<file path="config.mk">
export PLATFORM = sky130hd
export DESIGN_NAME = rgc_gain_control
export DESIGN_NICKNAME = d
export VERILOG_FILES = /design/src/rtl/rgc_sync.v /design/src/rtl/rgc_gain_control.v
export VERILOG_INCLUDE_DIRS = /design/src /design/src/rtl
export SDC_FILE = /design/constraint.sdc
export NUM_CORES = 1
export LEC_CHECK = 0
export ABC_AREA = 1
export BUFFER_PORTS_ARGS = -buffer_cell sky130_fd_sc_hd__buf_2
export CORE_UTILIZATION = 40
export CTS_CLUSTER_DIAMETER = 100
export DETAILED_ROUTE_END_ITERATION = 6
export PLACE_DENSITY = 0.62
export SYNTH_ARGS = -nofsm -noshare
export SYNTH_HDL_FRONTEND = slang
export SYNTH_SLANG_ARGS = --single-unit
</file>
<file path="constraint.sdc">
create_clock -name clk -period 2.2 [get_ports clk]
set_input_delay 0.66 -clock clk [delete_from_list [all_inputs] [get_ports clk]]
set_output_delay 0.66 -clock clk [all_outputs]
set_load 0.02 [all_outputs]
</file>
<file path="src/rtl/rgc_regs.vh">
// rgc_regs.vh: offsets, bit positions, reset values and timing counts
// assumes: included by the gain control design files only
`ifndef RGC_REGS_VH
`define RGC_REGS_VH

// serial register offsets
`define RGC_ADDR_RX_GAIN     7'h09
`define RGC_ADDR_TX_GAIN     7'h0A
`define RGC_ADDR_GAIN_SRC    7'h0B
`define RGC_ADDR_TX_ROUTE    7'h0E

// field positions
`define RGC_CODE_MSB         5
`define RGC_UPD_EN_BIT       6
`define RGC_SRC_TXSEL_BIT    6
`define RGC_SRC_RXSEL_BIT    5
`define RGC_SRC_SWSTB_BIT    3
`define RGC_SRC_NIBEN_BIT    2
`define RGC_SRC_MAP3_BIT     1
`define RGC_ROUTE_CONV_BIT   0

// reset values and limits
`define RGC_RX_GAIN_RST      6'h00
`define RGC_TX_GAIN_RST      6'h00
`define RGC_ROUTE_RST        8'h00
`define RGC_RX_GAIN_MAX      6'h3C

// serial frame: read flag, 7-bit offset, 8-bit data
`define RGC_FRAME_BITS       5'h10
`define RGC_HDR_LAST_BIT     5'h07
`define RGC_DATA_LAST_BIT    5'h0F

// port clock half period
`define RGC_CLK_FREQ_MHZ     20
`define RGC_PORT_HALF_NS     200
`define RGC_PORT_HALF_CYC    ((`RGC_PORT_HALF_NS * `RGC_CLK_FREQ_MHZ + 999) / 1000)

`endif

</file>
<file path="src/rtl/rgc_sync.v">
// rgc_sync.v: two-flop synchroniser for a bus of independent levels
// assumes: each bit is a slow level or is sampled only after settling
`timescale 1ns/10ps
`default_nettype none

module rgc_sync #(
  parameter WIDTH = 1
) (
  // clock
  input  wire             clk,
  // levels
  input  wire [WIDTH-1:0] asyncIn,
  output reg  [WIDTH-1:0] syncOut_r
);

  reg [WIDTH-1:0] meta_r;

  // no reset: straps must reach the strap defaults while reset is held
  always @(posedge clk) begin
    meta_r    <= asyncIn;
    syncOut_r <= meta_r;
  end

endmodule

`default_nettype wire

</file>
<file path="src/rtl/rgc_gain_control.v">
// rgc_gain_control.v: receive and transmit gain code registers and loaders
// assumes: all pins asynchronous to clk; serial clock well below clk / 4
//
// Operation
// six-bit receive code, -12 to +48 dB
// receive code split over three stages
// receive gain resets to minimum
// receive_gain_code code needs bit 6 set
// receive gain has three load sources
// full duplex nibble load on strobe, sync low
// host holds strobe, sync and code stable
// strobe low sends nibbles to interpolator
// gain_source_select bit 2 enables nibble gain load
// gain_source_select bit 3 is software strobe
// gain port loads without any qualifier
// bits 5/6 route gain port rx/tx
// gain port works both modes, half default
// host deselects rx before selecting tx
// three-bit code from gain port 5:3
// three-bit code table fixed gains
// gain_source_select bit 1 selects three-bit mapping
// transmit code is 0.5 dB attenuation
// transmit_output_route bit 0 uses low four bits
// transmit_gain_code code needs bit 6 set
// transmit resets minimum attenuation, port off
// mode pin high selects full duplex
// full duplex drives port clock out
// priority nibble, gain port, serial
// bits 5 and 6 load both
`timescale 1ns/10ps
`default_nettype none
`include "rgc_regs.vh"

module rgc_gain_control #(
  parameter PORT_HALF_CYC = `RGC_PORT_HALF_CYC
) (
  // clock and reset
  input  wire       clk,
  input  wire       reset_n,
  // straps
  input  wire       modePin,
  input  wire       configPin,
  input  wire       portClockNegEdge,
  // serial control port
  input  wire       serialClk,
  input  wire       serialEnable_n,
  input  wire       serialDataIn,
  output reg        serialDataOut_r,
  output reg        serialDataOe_r,
  // nibble transmit port
  input  wire [5:0] txNibble,
  input  wire       gainStrobe,
  input  wire       transmitNibbleSync,
  output reg        portClockOut_r,
  output reg  [5:0] interpNibble_r,
  output reg        interpValid_r,
  // dedicated gain port
  input  wire [5:0] gainPort,
  // receive gain amp stage controls
  output reg  [5:0] receiveGainAmp_r,
  output reg  [1:0] rxStageCoarse_r,
  output reg  [1:0] rxStageMid_r,
  output reg  [1:0] rxStageFine_r,
  // transmit attenuator controls
  output reg  [5:0] transmitAttenuator_r,
  output reg  [3:0] transmitConverter_r,
  output reg  [5:0] currentAmplifier_r,
  output reg        currentAmpEnable_r
);

  // synchronised pins
  wire [19:0] pinsSync;
  wire        modeS;
  wire        configS;
  wire        edgeSelS;
  wire        sclkS;
  wire        senS_n;
  wire        sdiS;
  wire [5:0]  nibbleS;
  wire        strobeS;
  wire        nibSyncS;
  wire [5:0]  gainPortS;

  // pins flow through the chain even while reset is held
  rgc_sync #(
    .WIDTH(20)
  ) uSync (
    .clk      (clk),
    .asyncIn  ({modePin, configPin, portClockNegEdge,
                serialClk, serialEnable_n, serialDataIn,
                txNibble, gainStrobe, transmitNibbleSync, gainPort}),
    .syncOut_r(pinsSync)
  );

  // unpack in the order packed above
  assign modeS     = pinsSync[19];
  assign configS   = pinsSync[18];
  assign edgeSelS  = pinsSync[17];
  assign sclkS     = pinsSync[16];
  assign senS_n    = pinsSync[15];
  assign sdiS      = pinsSync[14];
  assign nibbleS   = pinsSync[13:8];
  assign strobeS   = pinsSync[7];
  assign nibSyncS  = pinsSync[6];
  assign gainPortS = pinsSync[5:0];

  // clamp to the +48 dB top code
  function [5:0] clampCode;
    input [5:0] code;
    begin
      clampCode = (code > `RGC_RX_GAIN_MAX) ? `RGC_RX_GAIN_MAX : code;
    end
  endfunction

  // three-bit legacy mapping to six-bit code
  function [5:0] map3;
    input [2:0] code;
    begin
      case (code)
        3'h0:    map3 = 6'h00;
        3'h1:    map3 = 6'h00;
        3'h2:    map3 = 6'h08;
        3'h3:    map3 = 6'h10;
        3'h4:    map3 = 6'h18;
        3'h5:    map3 = 6'h20;
        3'h6:    map3 = 6'h28;
        3'h7:    map3 = 6'h30;
        default: map3 = 6'h00;
      endcase
    end
  endfunction

  // register state
  reg [5:0] rxGain_nxt;
  reg [5:0] txGain_nxt;
  reg       rxSerialEn_r;
  reg       txSerialEn_r;
  reg [7:0] gainSource_r;
  reg [7:0] txRoute_r;

  // serial port state
  reg        sclkPrev_r;
  reg [15:0] shift_r;
  reg [4:0]  bitCnt_r;
  reg        readMode_r;
  reg [7:0]  readData_r;
  reg        wrStrobe_r;
  reg [6:0]  wrAddr_r;
  reg [7:0]  wrData_r;
  wire       sclkRise;
  wire       sclkFall;
  wire [15:0] shiftIn;

  // port clock state
  reg [15:0] portCnt_r;
  wire       portToggle;
  wire       portRiseEv;
  wire       portFallEv;
  wire       nibbleEdge;
  wire       strobeActive;
  wire       nibbleLoad;

  // register readback
  function [7:0] regRead;
    input [6:0] addr;
    begin
      case (addr)
        `RGC_ADDR_RX_GAIN:  regRead = rxSerialEn_r ?
                              {2'b01, receiveGainAmp_r} : 8'h00;
        `RGC_ADDR_TX_GAIN:  regRead = txSerialEn_r ?
                              {2'b01, transmitAttenuator_r} : 8'h00;
        `RGC_ADDR_GAIN_SRC: regRead = gainSource_r;
        `RGC_ADDR_TX_ROUTE: regRead = txRoute_r;
        default:            regRead = 8'h00;
      endcase
    end
  endfunction

  // serial frame engine
  assign sclkRise = sclkS & ~sclkPrev_r;
  assign sclkFall = ~sclkS & sclkPrev_r;
  assign shiftIn  = {shift_r[14:0], sdiS};

  always @(posedge clk) begin
    if (!reset_n) begin
      sclkPrev_r      <= 1'b0;
      shift_r         <= 16'h0000;
      bitCnt_r        <= 5'h00;
      readMode_r      <= 1'b0;
      readData_r      <= 8'h00;
      wrStrobe_r      <= 1'b0;
      wrAddr_r        <= 7'h00;
      wrData_r        <= 8'h00;
      serialDataOut_r <= 1'b0;
      serialDataOe_r  <= 1'b0;
    end else begin
      sclkPrev_r <= sclkS;
      wrStrobe_r <= 1'b0;
      if (senS_n) begin
        bitCnt_r       <= 5'h00;
        readMode_r     <= 1'b0;
        serialDataOe_r <= 1'b0;
      end else begin
        if (sclkRise && bitCnt_r < `RGC_FRAME_BITS) begin
          shift_r  <= shiftIn;
          bitCnt_r <= bitCnt_r + 5'h01;
          if (bitCnt_r == `RGC_HDR_LAST_BIT && shiftIn[7]) begin
            readMode_r <= 1'b1;
            readData_r <= regRead(shiftIn[6:0]);
          end
          if (bitCnt_r == `RGC_DATA_LAST_BIT && !readMode_r) begin
            wrStrobe_r <= 1'b1;
            wrAddr_r   <= shiftIn[14:8];
            wrData_r   <= shiftIn[7:0];
          end
        end
        if (sclkFall && readMode_r) begin
          serialDataOe_r  <= (bitCnt_r < `RGC_FRAME_BITS);
          serialDataOut_r <= readData_r[7];
          readData_r      <= {readData_r[6:0], 1'b0};
        end
      end
    end
  end

  // port clock divider, full duplex only
  assign portToggle = modeS && (portCnt_r == PORT_HALF_CYC - 1);
  assign portRiseEv = portToggle & ~portClockOut_r;
  assign portFallEv = portToggle & portClockOut_r;

  always @(posedge clk) begin
    if (!reset_n) begin
      portCnt_r      <= 16'h0000;
      portClockOut_r <= 1'b0;
    end else if (!modeS) begin
      portCnt_r      <= 16'h0000;
      portClockOut_r <= 1'b0;
    end else if (portToggle) begin
      portCnt_r      <= 16'h0000;
      portClockOut_r <= ~portClockOut_r;
    end else begin
      portCnt_r <= portCnt_r + 16'h0001;
    end
  end

  // nibble port qualifiers
  assign nibbleEdge   = edgeSelS ? portFallEv : portRiseEv;
  assign strobeActive = strobeS | gainSource_r[`RGC_SRC_SWSTB_BIT];
  assign nibbleLoad   = modeS & gainSource_r[`RGC_SRC_NIBEN_BIT] & nibbleEdge
                        & strobeActive & ~nibSyncS;

  // nibble routing to the interpolator
  always @(posedge clk) begin
    if (!reset_n) begin
      interpNibble_r <= 6'h00;
      interpValid_r  <= 1'b0;
    end else begin
      interpValid_r <= 1'b0;
      if (modeS && nibbleEdge && !strobeActive) begin
        interpNibble_r <= nibbleS;
        interpValid_r  <= 1'b1;
      end
    end
  end

  // gain load priority: later assignment wins
  always @* begin
    rxGain_nxt = receiveGainAmp_r;
    txGain_nxt = transmitAttenuator_r;
    if (wrStrobe_r && wrData_r[`RGC_UPD_EN_BIT]) begin
      if (wrAddr_r == `RGC_ADDR_RX_GAIN)
        rxGain_nxt = clampCode(wrData_r[5:0]);
      if (wrAddr_r == `RGC_ADDR_TX_GAIN)
        txGain_nxt = wrData_r[5:0];
    end
    if (gainSource_r[`RGC_SRC_RXSEL_BIT]) begin
      if (gainSource_r[`RGC_SRC_MAP3_BIT])
        rxGain_nxt = map3(gainPortS[5:3]);
      else
        rxGain_nxt = clampCode(gainPortS);
    end
    if (gainSource_r[`RGC_SRC_TXSEL_BIT])
      txGain_nxt = gainPortS;
    if (nibbleLoad)
      rxGain_nxt = clampCode(nibbleS);
  end

  // gain and configuration registers
  always @(posedge clk) begin
    if (!reset_n) begin
      receiveGainAmp_r     <= `RGC_RX_GAIN_RST;
      transmitAttenuator_r <= `RGC_TX_GAIN_RST;
      rxSerialEn_r         <= 1'b0;
      txSerialEn_r         <= 1'b0;
      txRoute_r            <= `RGC_ROUTE_RST;
      // strap defaults: gain port rx in half duplex, nibble load in full
      gainSource_r         <= {2'b00, ~modeS, 2'b00, modeS,
                               ~modeS & configS, 1'b0};
    end else begin
      receiveGainAmp_r     <= rxGain_nxt;
      transmitAttenuator_r <= txGain_nxt;
      if (wrStrobe_r) begin
        case (wrAddr_r)
          `RGC_ADDR_RX_GAIN:  rxSerialEn_r <= wrData_r[`RGC_UPD_EN_BIT];
          `RGC_ADDR_TX_GAIN:  txSerialEn_r <= wrData_r[`RGC_UPD_EN_BIT];
          `RGC_ADDR_GAIN_SRC: gainSource_r <= wrData_r;
          `RGC_ADDR_TX_ROUTE: txRoute_r    <= wrData_r;
          default:            txRoute_r    <= txRoute_r;
        endcase
      end
    end
  end

  // stage split and transmit routing
  always @(posedge clk) begin
    if (!reset_n) begin
      rxStageCoarse_r     <= 2'b00;
      rxStageMid_r        <= 2'b00;
      rxStageFine_r       <= 2'b00;
      transmitConverter_r <= 4'h0;
      currentAmplifier_r  <= 6'h00;
      currentAmpEnable_r  <= 1'b0;
    end else begin
      rxStageCoarse_r <= receiveGainAmp_r[5:4];
      rxStageMid_r    <= receiveGainAmp_r[3:2];
      rxStageFine_r   <= receiveGainAmp_r[1:0];
      if (txRoute_r[`RGC_ROUTE_CONV_BIT]) begin
        transmitConverter_r <= transmitAttenuator_r[3:0];
        currentAmplifier_r  <= 6'h00;
        currentAmpEnable_r  <= 1'b0;
      end else begin
        transmitConverter_r <= 4'h0;
        currentAmplifier_r  <= transmitAttenuator_r;
        currentAmpEnable_r  <= 1'b1;
      end
    end
  end

endmodule

`default_nettype wire

</file>
After elaboration in Yosys (flattened, before gate mapping)
Memories as Yosys holds them, arrays and structs flattened. A register that Yosys moved wholly into a read port is not among the register bits.
Cells that the tools add are included.
{ "op_classes": {"n_addsub": 2, "order_cmp": 4, "eq_ne": 13, "n_mux": 24, "bitwise": 18, "reduce_logical": 34} }
{ "op_table": {"columns": ["cell", "count"], "rows": [
  ["2-to-1 mux 6 bit", 14],
  ["== test 7 x 4 -> 1 bit, second input constant", 8],
  ["case mux 8 bit (4 select lines)", 1],
  ["2-to-1 mux 8 bit", 3],
  ["AND reduction 2 bit", 12],
  ["greater-than comparator 6 bit, second input constant", 3],
  ["adder 16 x 1 -> 16 bit, second input constant", 1],
  ["== test 16 x 2 -> 1 bit, second input constant", 1],
  ["2-to-1 mux 7 bit", 2],
  ["bitwise AND 1 bit", 9],
  ["logical AND 1 bit", 8],
  ["NOT 1 bit", 8],
  ["nonzero test 2 bit", 4],
  ["AND reduction 3 bit", 2],
  ["nonzero test 3 bit", 2],
  ["OR reduction 3 bit", 2],
  ["adder 5 x 1 -> 5 bit, second input constant", 1],
  ["== test 5 x 3 -> 1 bit, second input constant", 1],
  ["== test 5 x 4 -> 1 bit, second input constant", 1],
  ["less-than comparator 5 bit, second input constant", 1],
  ["2-to-1 mux 1 bit", 4],
  ["inequality test 2 x 1 -> 1 bit, second input constant", 2],
  ["OR reduction 2 bit", 2],
  ["logical NOT 1 bit", 2],
  ["OR 1 bit", 1]
]} }
{ "totals": {"ff_bits": 158, "rom_bits": 24, "inputBits": 22, "output_inout_bits": 39, "wordCells": 125, "mem_count": 1} }
{ "memory_table": {"columns": ["memory", "words", "word_bits", "rd", "rd_ports_with_merged_regs", "wr", "line_no", "rtl"], "rows": [
  ["(no name shown)", 8, 3, 1, 1, 0, "rgc_gain_control.v:119", "case (code)"]
]} }

Longest topological paths before layout
{ "depth": {"ltp_word": 9, "depth_mapped": 12, "depth_no_buf": 12} }

Cells and area by module
Synthesis repeated with hierarchy kept, for this count alone.
{ "hier_totals": {"cells_unflattened": 817, "area_unflattened_um2": 6462.4} }
{ "modules_own_cells": {"columns": ["mod", "instances", "cells_each", "area_each_um2", "seq_area_each_um2"], "rows": [
  ["rgc_gain_control", 1, 777, 5661.7, 2392.3],
  ["rgc_sync", 1, 40, 800.8, 800.8]
]} }

Worst setup path before layout
OpenSTA, ideal clock, no wires.
{ "synth_path": {"path_kind": "input to register", "startpoint": "input port reset_n", "endpoint": "register gainSource_r[1] (enable)", "setup_ns": 0.267, "t_arrival_ns": 1.473, "t_required_ns": 1.933, "setup_slack_ns": 0.460, "path_stages": 4, "path_buffers": 3, "cell_sequence": "buf_2 > clkbuf_1 > clkbuf_1 > nand2_1"} }
{ "synth_via": {"elab_chain_cells": 2, "elab_cells_between_ends": 3, "cone_classes": "eq/ne: 2; reduce/logical: 1"} }
{ "synth_lines": {"columns": ["element", "line_no", "rtl"], "rows": [
  ["from (decl)", "rgc_gain_control.v:39", "input wire reset_n,"],
  ["inequality test 2 x 1 -> 1 bit (no source line)", null, null],
  ["AND reduction 2 bit (no source line) *", null, null],
  ["to (signal assigned)", "rgc_gain_control.v:297", "gainSource_r <= {2'b00, ~modeS, 2'b00, modeS,"],
  ["to (signal assigned)", "rgc_gain_control.v:306", "`RGC_ADDR_GAIN_SRC: gainSource_r <= wrData_r;"],
  ["to (decl)", "rgc_gain_control.v:138", "reg [7:0] gainSource_r;"]
]} }
Mark *: on every way between the ends. The rest lies on a longest branch, timed or not.
A chain may end at the register's enable or synchronous reset.

Worst setup path after layout
{ "layout_path": {"startpoint": "register wrAddr_r[1]", "endpoint": "register transmitAttenuator_r[2]"} }
{ "layout_via": {"elab_chain_cells": 3} }
{ "layout_lines": {"columns": ["element", "line_no", "rtl"], "rows": [
  ["from (decl)", "rgc_gain_control.v:148", "reg [6:0] wrAddr_r;"],
  ["from (signal assigned)", "rgc_gain_control.v:213", "wrAddr_r <= shiftIn[14:8];"],
  ["== test 7 x 4 -> 1 bit", null, null],
  ["nonzero test 2 bit (no source line)", null, null],
  ["AND reduction 2 bit (no source line)", null, null],
  ["to (signal assigned)", "rgc_gain_control.v:292", "transmitAttenuator_r <= `RGC_TX_GAIN_RST;"],
  ["to (signal assigned)", "rgc_gain_control.v:301", "transmitAttenuator_r <= txGain_nxt;"],
  ["to (decl)", "rgc_gain_control.v:65", "output reg [5:0] transmitAttenuator_r,"]
]} }
Every way passes these cells.

==> results.md <==
* Fin area at 7360 sq um
* DP Area at roughly 6800 sq um
* Routability cong. at 0.801
* Clock slew at reported path FFs at approximately 0.070 ns
* TritonCTS clock tree: yes
* Initial DRC count at 308
* # rows at 45
* Slowest cell on crit path: o21ai_0
* Initial antenna violation count at 0
* Worst Setup End Kind: flip-flop
* Worst relative slew slack at 28.0%
* Core Area at 15300 sq um
* Leakage at 0.00324 uW
* Num CTS Buffers at 17
* Routed wl met3 at 616 microns
* I/O pin count at 61
* Part of the power in registers at 48.7%
* DR vias/cell at 4.68
* Max IR drop VDD at just over 0.6 mV
* Switching pwr at 1540 uW
* Area Overhead vs Synth at 17.6%
* Die area at 16200 sq um
* Post-CTS Hold Buffers at 0
* RSZ-0062 raised after global routing: false
* Max cap viols at 0
* Final cycle utilization of the critical path at 84.5%
* Syn Inst Count at 798
* Wire per inst at 12.6 microns
* # fillers at 1512
* Actual slew at the worst max-slew pin at around 1.1 ns
* Netlist cell types at between 40 and 50
* First-pass GRT wire length at between 20 and 25 mm
* TNS Setup at 0 ns
* Reg2reg end: transmitAttenuator_r[2]
* Clock power frac at between 40% and 50%
* Setup Buffers After CTS at 0
* Sink Count at 161
* Global Route Usage Sum at 18.0%
* DR WL met2 at 6.02 mm
* Root buf cell: clkbuf_16
* Layout cells sized above 1 at 15.4%
* Switching Fraction at 24.6%
* Status: completed
* Worst skew pair latency at between 0.4 and 0.5 ns
* Crit path max fanout at 12
* R2R Setup Slk at approximately 0.34 ns
* FF-to-FF Start: wrAddr_r[1]
* WP data required at between 2 and 3 ns
* Crit start category: flip-flop
* DP HPWL at a little under 10 mm
* Arrival time at the worst endpoint at 2.21 ns
* DR DRC count at 0
* Final Hold Fails at 0
* PortBufs at 60
* Largest net degree at the start of global routing at 57
* Vias in the first global route at between 4000 and 5000
* Initial cell density of the core at 41.0%
* Reg2reg path depth at 7
* Cell taking the most area after synthesis: dfxtp_1
* Minimum clock period at 1.86 ns
* CTS Buffer Depth at 2
* Die extent in x at 127 microns
* Most frequent cell after synthesis: dfxtp_1
* Highest metal used: met4
* Comb power frac at about 4%
* Synthesis-stage register bit count at 161
* PostCTS Resize Cnt at 0
* Final global-route overflow total at 0
* Setup-failing EPs final at 0
* Synthesized Nets at 826
* Int Power at 4740 uW
* Post-synth EDFFs at 3
* Fmax at 538 MHz
* Final ANT Viol Nets at 0
* Post-Route M1 WL at about 6.8 mm
* # diodes at 0
* Die height at 127 microns
* Cell Area, Synth at 6260 sq um
* Area share of the largest cell type after synthesis at 50.5%
* Worst hold endpoint: uSync.meta_r[19]
* Yosys warns at 0
* Sequential-to-total area share from yosys stat at 51.9%
* Fin. max-slew vios at 0
* Hold Crit Depth at 1
* Pwr/cell area at 853 nW/um^2
* Hold WC Path Type: in -> reg
* Clk_skew at roughly 0.0085 ns
* Detailed-route via count at 5064
* HP Start: modePin
* DRT Wirelength at 13.7 mm
* Crit path kind: reg -> reg
* CTS H-tree depth at 4
* Async S/R FF share, synth at 0%
* Most used flip-flop cell after synthesis: dfxtp_1
* Overall power at 6280 uW
* Crit path cell chain: inv_1 -> nor2_1 -> nand3_1 -> nor2_1 -> o21ai_0 -> o21ai_0 -> a21oi_1
* Max incr delay on CP at 0.83 ns
* Area contributors post-synth: dfxtp_1, nand2_1, nor2_1, inv_1, o21ai_0
* Top post-synthesis cells by count: dfxtp_1, nand2_1, nor2_1, inv_1, o21ai_0
* First drt pass iteration count at 5
* # nets final at 886
* Syn_area_per_cell at 7.85 sq um
## flip-flops by register name, indices dropped and copies added, names as in the netlist, 7 cells and up, named ones only
signal,flops
txRoute_r,8
wrData_r,8
wrAddr_r,7
shift_r,14
gainSource_r,8
uSync.meta_r,20
portCnt_r,16
readData_r,8
uSync.syncOut_r,20
## per-layer routing
layer / vias up / global-route usage [%]
li1: 2699 / -
met1: 2241 / 24.2
met2: 109 / 27.6
met3: 15 / 4.69
met4: 0 / 6.79
met5: - / 0
## cell type report
cell class	instances	area, sq um	area share, %
Tap cell	211	264	3.58
Timing Repair Buffer	66	358	4.86
Multi-Input combinational cell	520	2540	34.5
Inverter	92	347	4.71
Sequential cell	161	3250	44.2
Clock buffer	18	439	5.96
Clock inverter	14	161	2.19
## cell usage in the layout, fill, tap and decap left out, types with 2 or more instances in the layout
cell type / instances
inv_1: 83
dfxtp_1: 158
nand3b_1: 11
nor2_4: 5
o21ai_0: 60
or2_2: 2
ha_1: 6
nor3b_1: 6
a211oi_1: 2
buf_2: 60
buf_4: 5
a22oi_1: 3
o21a_1: 2
edfxtp_1: 3
nor2_2: 7
nand2_2: 4
a21oi_1: 50
nand3_1: 46
nor3_4: 2
nor2_1: 123
o21ai_1: 2
nand2_4: 3
nand4_1: 12
o211ai_1: 3
clkbuf_16: 17
nand2_1: 143
inv_6: 4
inv_2: 7
inv_8: 5
clkinvlp_4: 2
nor3_1: 17
## logic make-up after synthesis
logic type,Yosys count,share of synthesized area (%)
AO/OA/AOI/OAI,124,10.3
flip-flops,161,51.9
AND/OR/NAND/NOR,389,28.9
XOR/XNOR,1,0.140
buffers and inverters,117,7.45
adder cells (fa/ha/maj),6,1.20
## worst max-delay path: cells and delay by family (launching register included)
kind / cells / cell delay [ns]
AO/OA/AOI/OAI: 3 / 1.17
buffers and inverters: 1 / 0.10
flip-flops: 1 / 0.30
AND/OR/NAND/NOR: 3 / 0.21
## stage by stage
step	worst slack (ns)	std cells	hold slack [ns]	utilization (%)
after floorplan	0.460	798	0.310	-
after global routing	0.0793	1082	0.305	48.3
after CTS	0.326	1082	0.310	48.3
after global placement	0.258	1050	0.312	44.3
final	0.341	1082	0.327	48.3
after detailed placement	0.255	1050	0.313	44.3
## power groups by stage
stage          combinational (uW)  sequential, uW  clock, uW
2_1_floorplan                 168            3120          0
3_3_place_gp                  250            3120          0
3_5_place_dp                  254            3120          0
4_1_cts                       255            3060       3030
5_1_grt                       289            3060       3170
6_report                      253            3060       2970
## worst max-delay path by stage
stage                start  depth (start not counted)                 endpoint  slack [ns]
4_1_cts        wrAddr_r[1]                          7  transmitAttenuator_r[2]        0.33
3_3_place_gp       reset_n                          4          gainSource_r[2]        0.26
6_report       wrAddr_r[1]                          7  transmitAttenuator_r[2]        0.34
2_1_floorplan      reset_n                          4          gainSource_r[1]        0.46
5_1_grt        wrAddr_r[1]                          7  transmitAttenuator_r[0]        0.08
3_5_place_dp       reset_n                          4          gainSource_r[2]        0.26
Power figures use the tool's default switching activity.
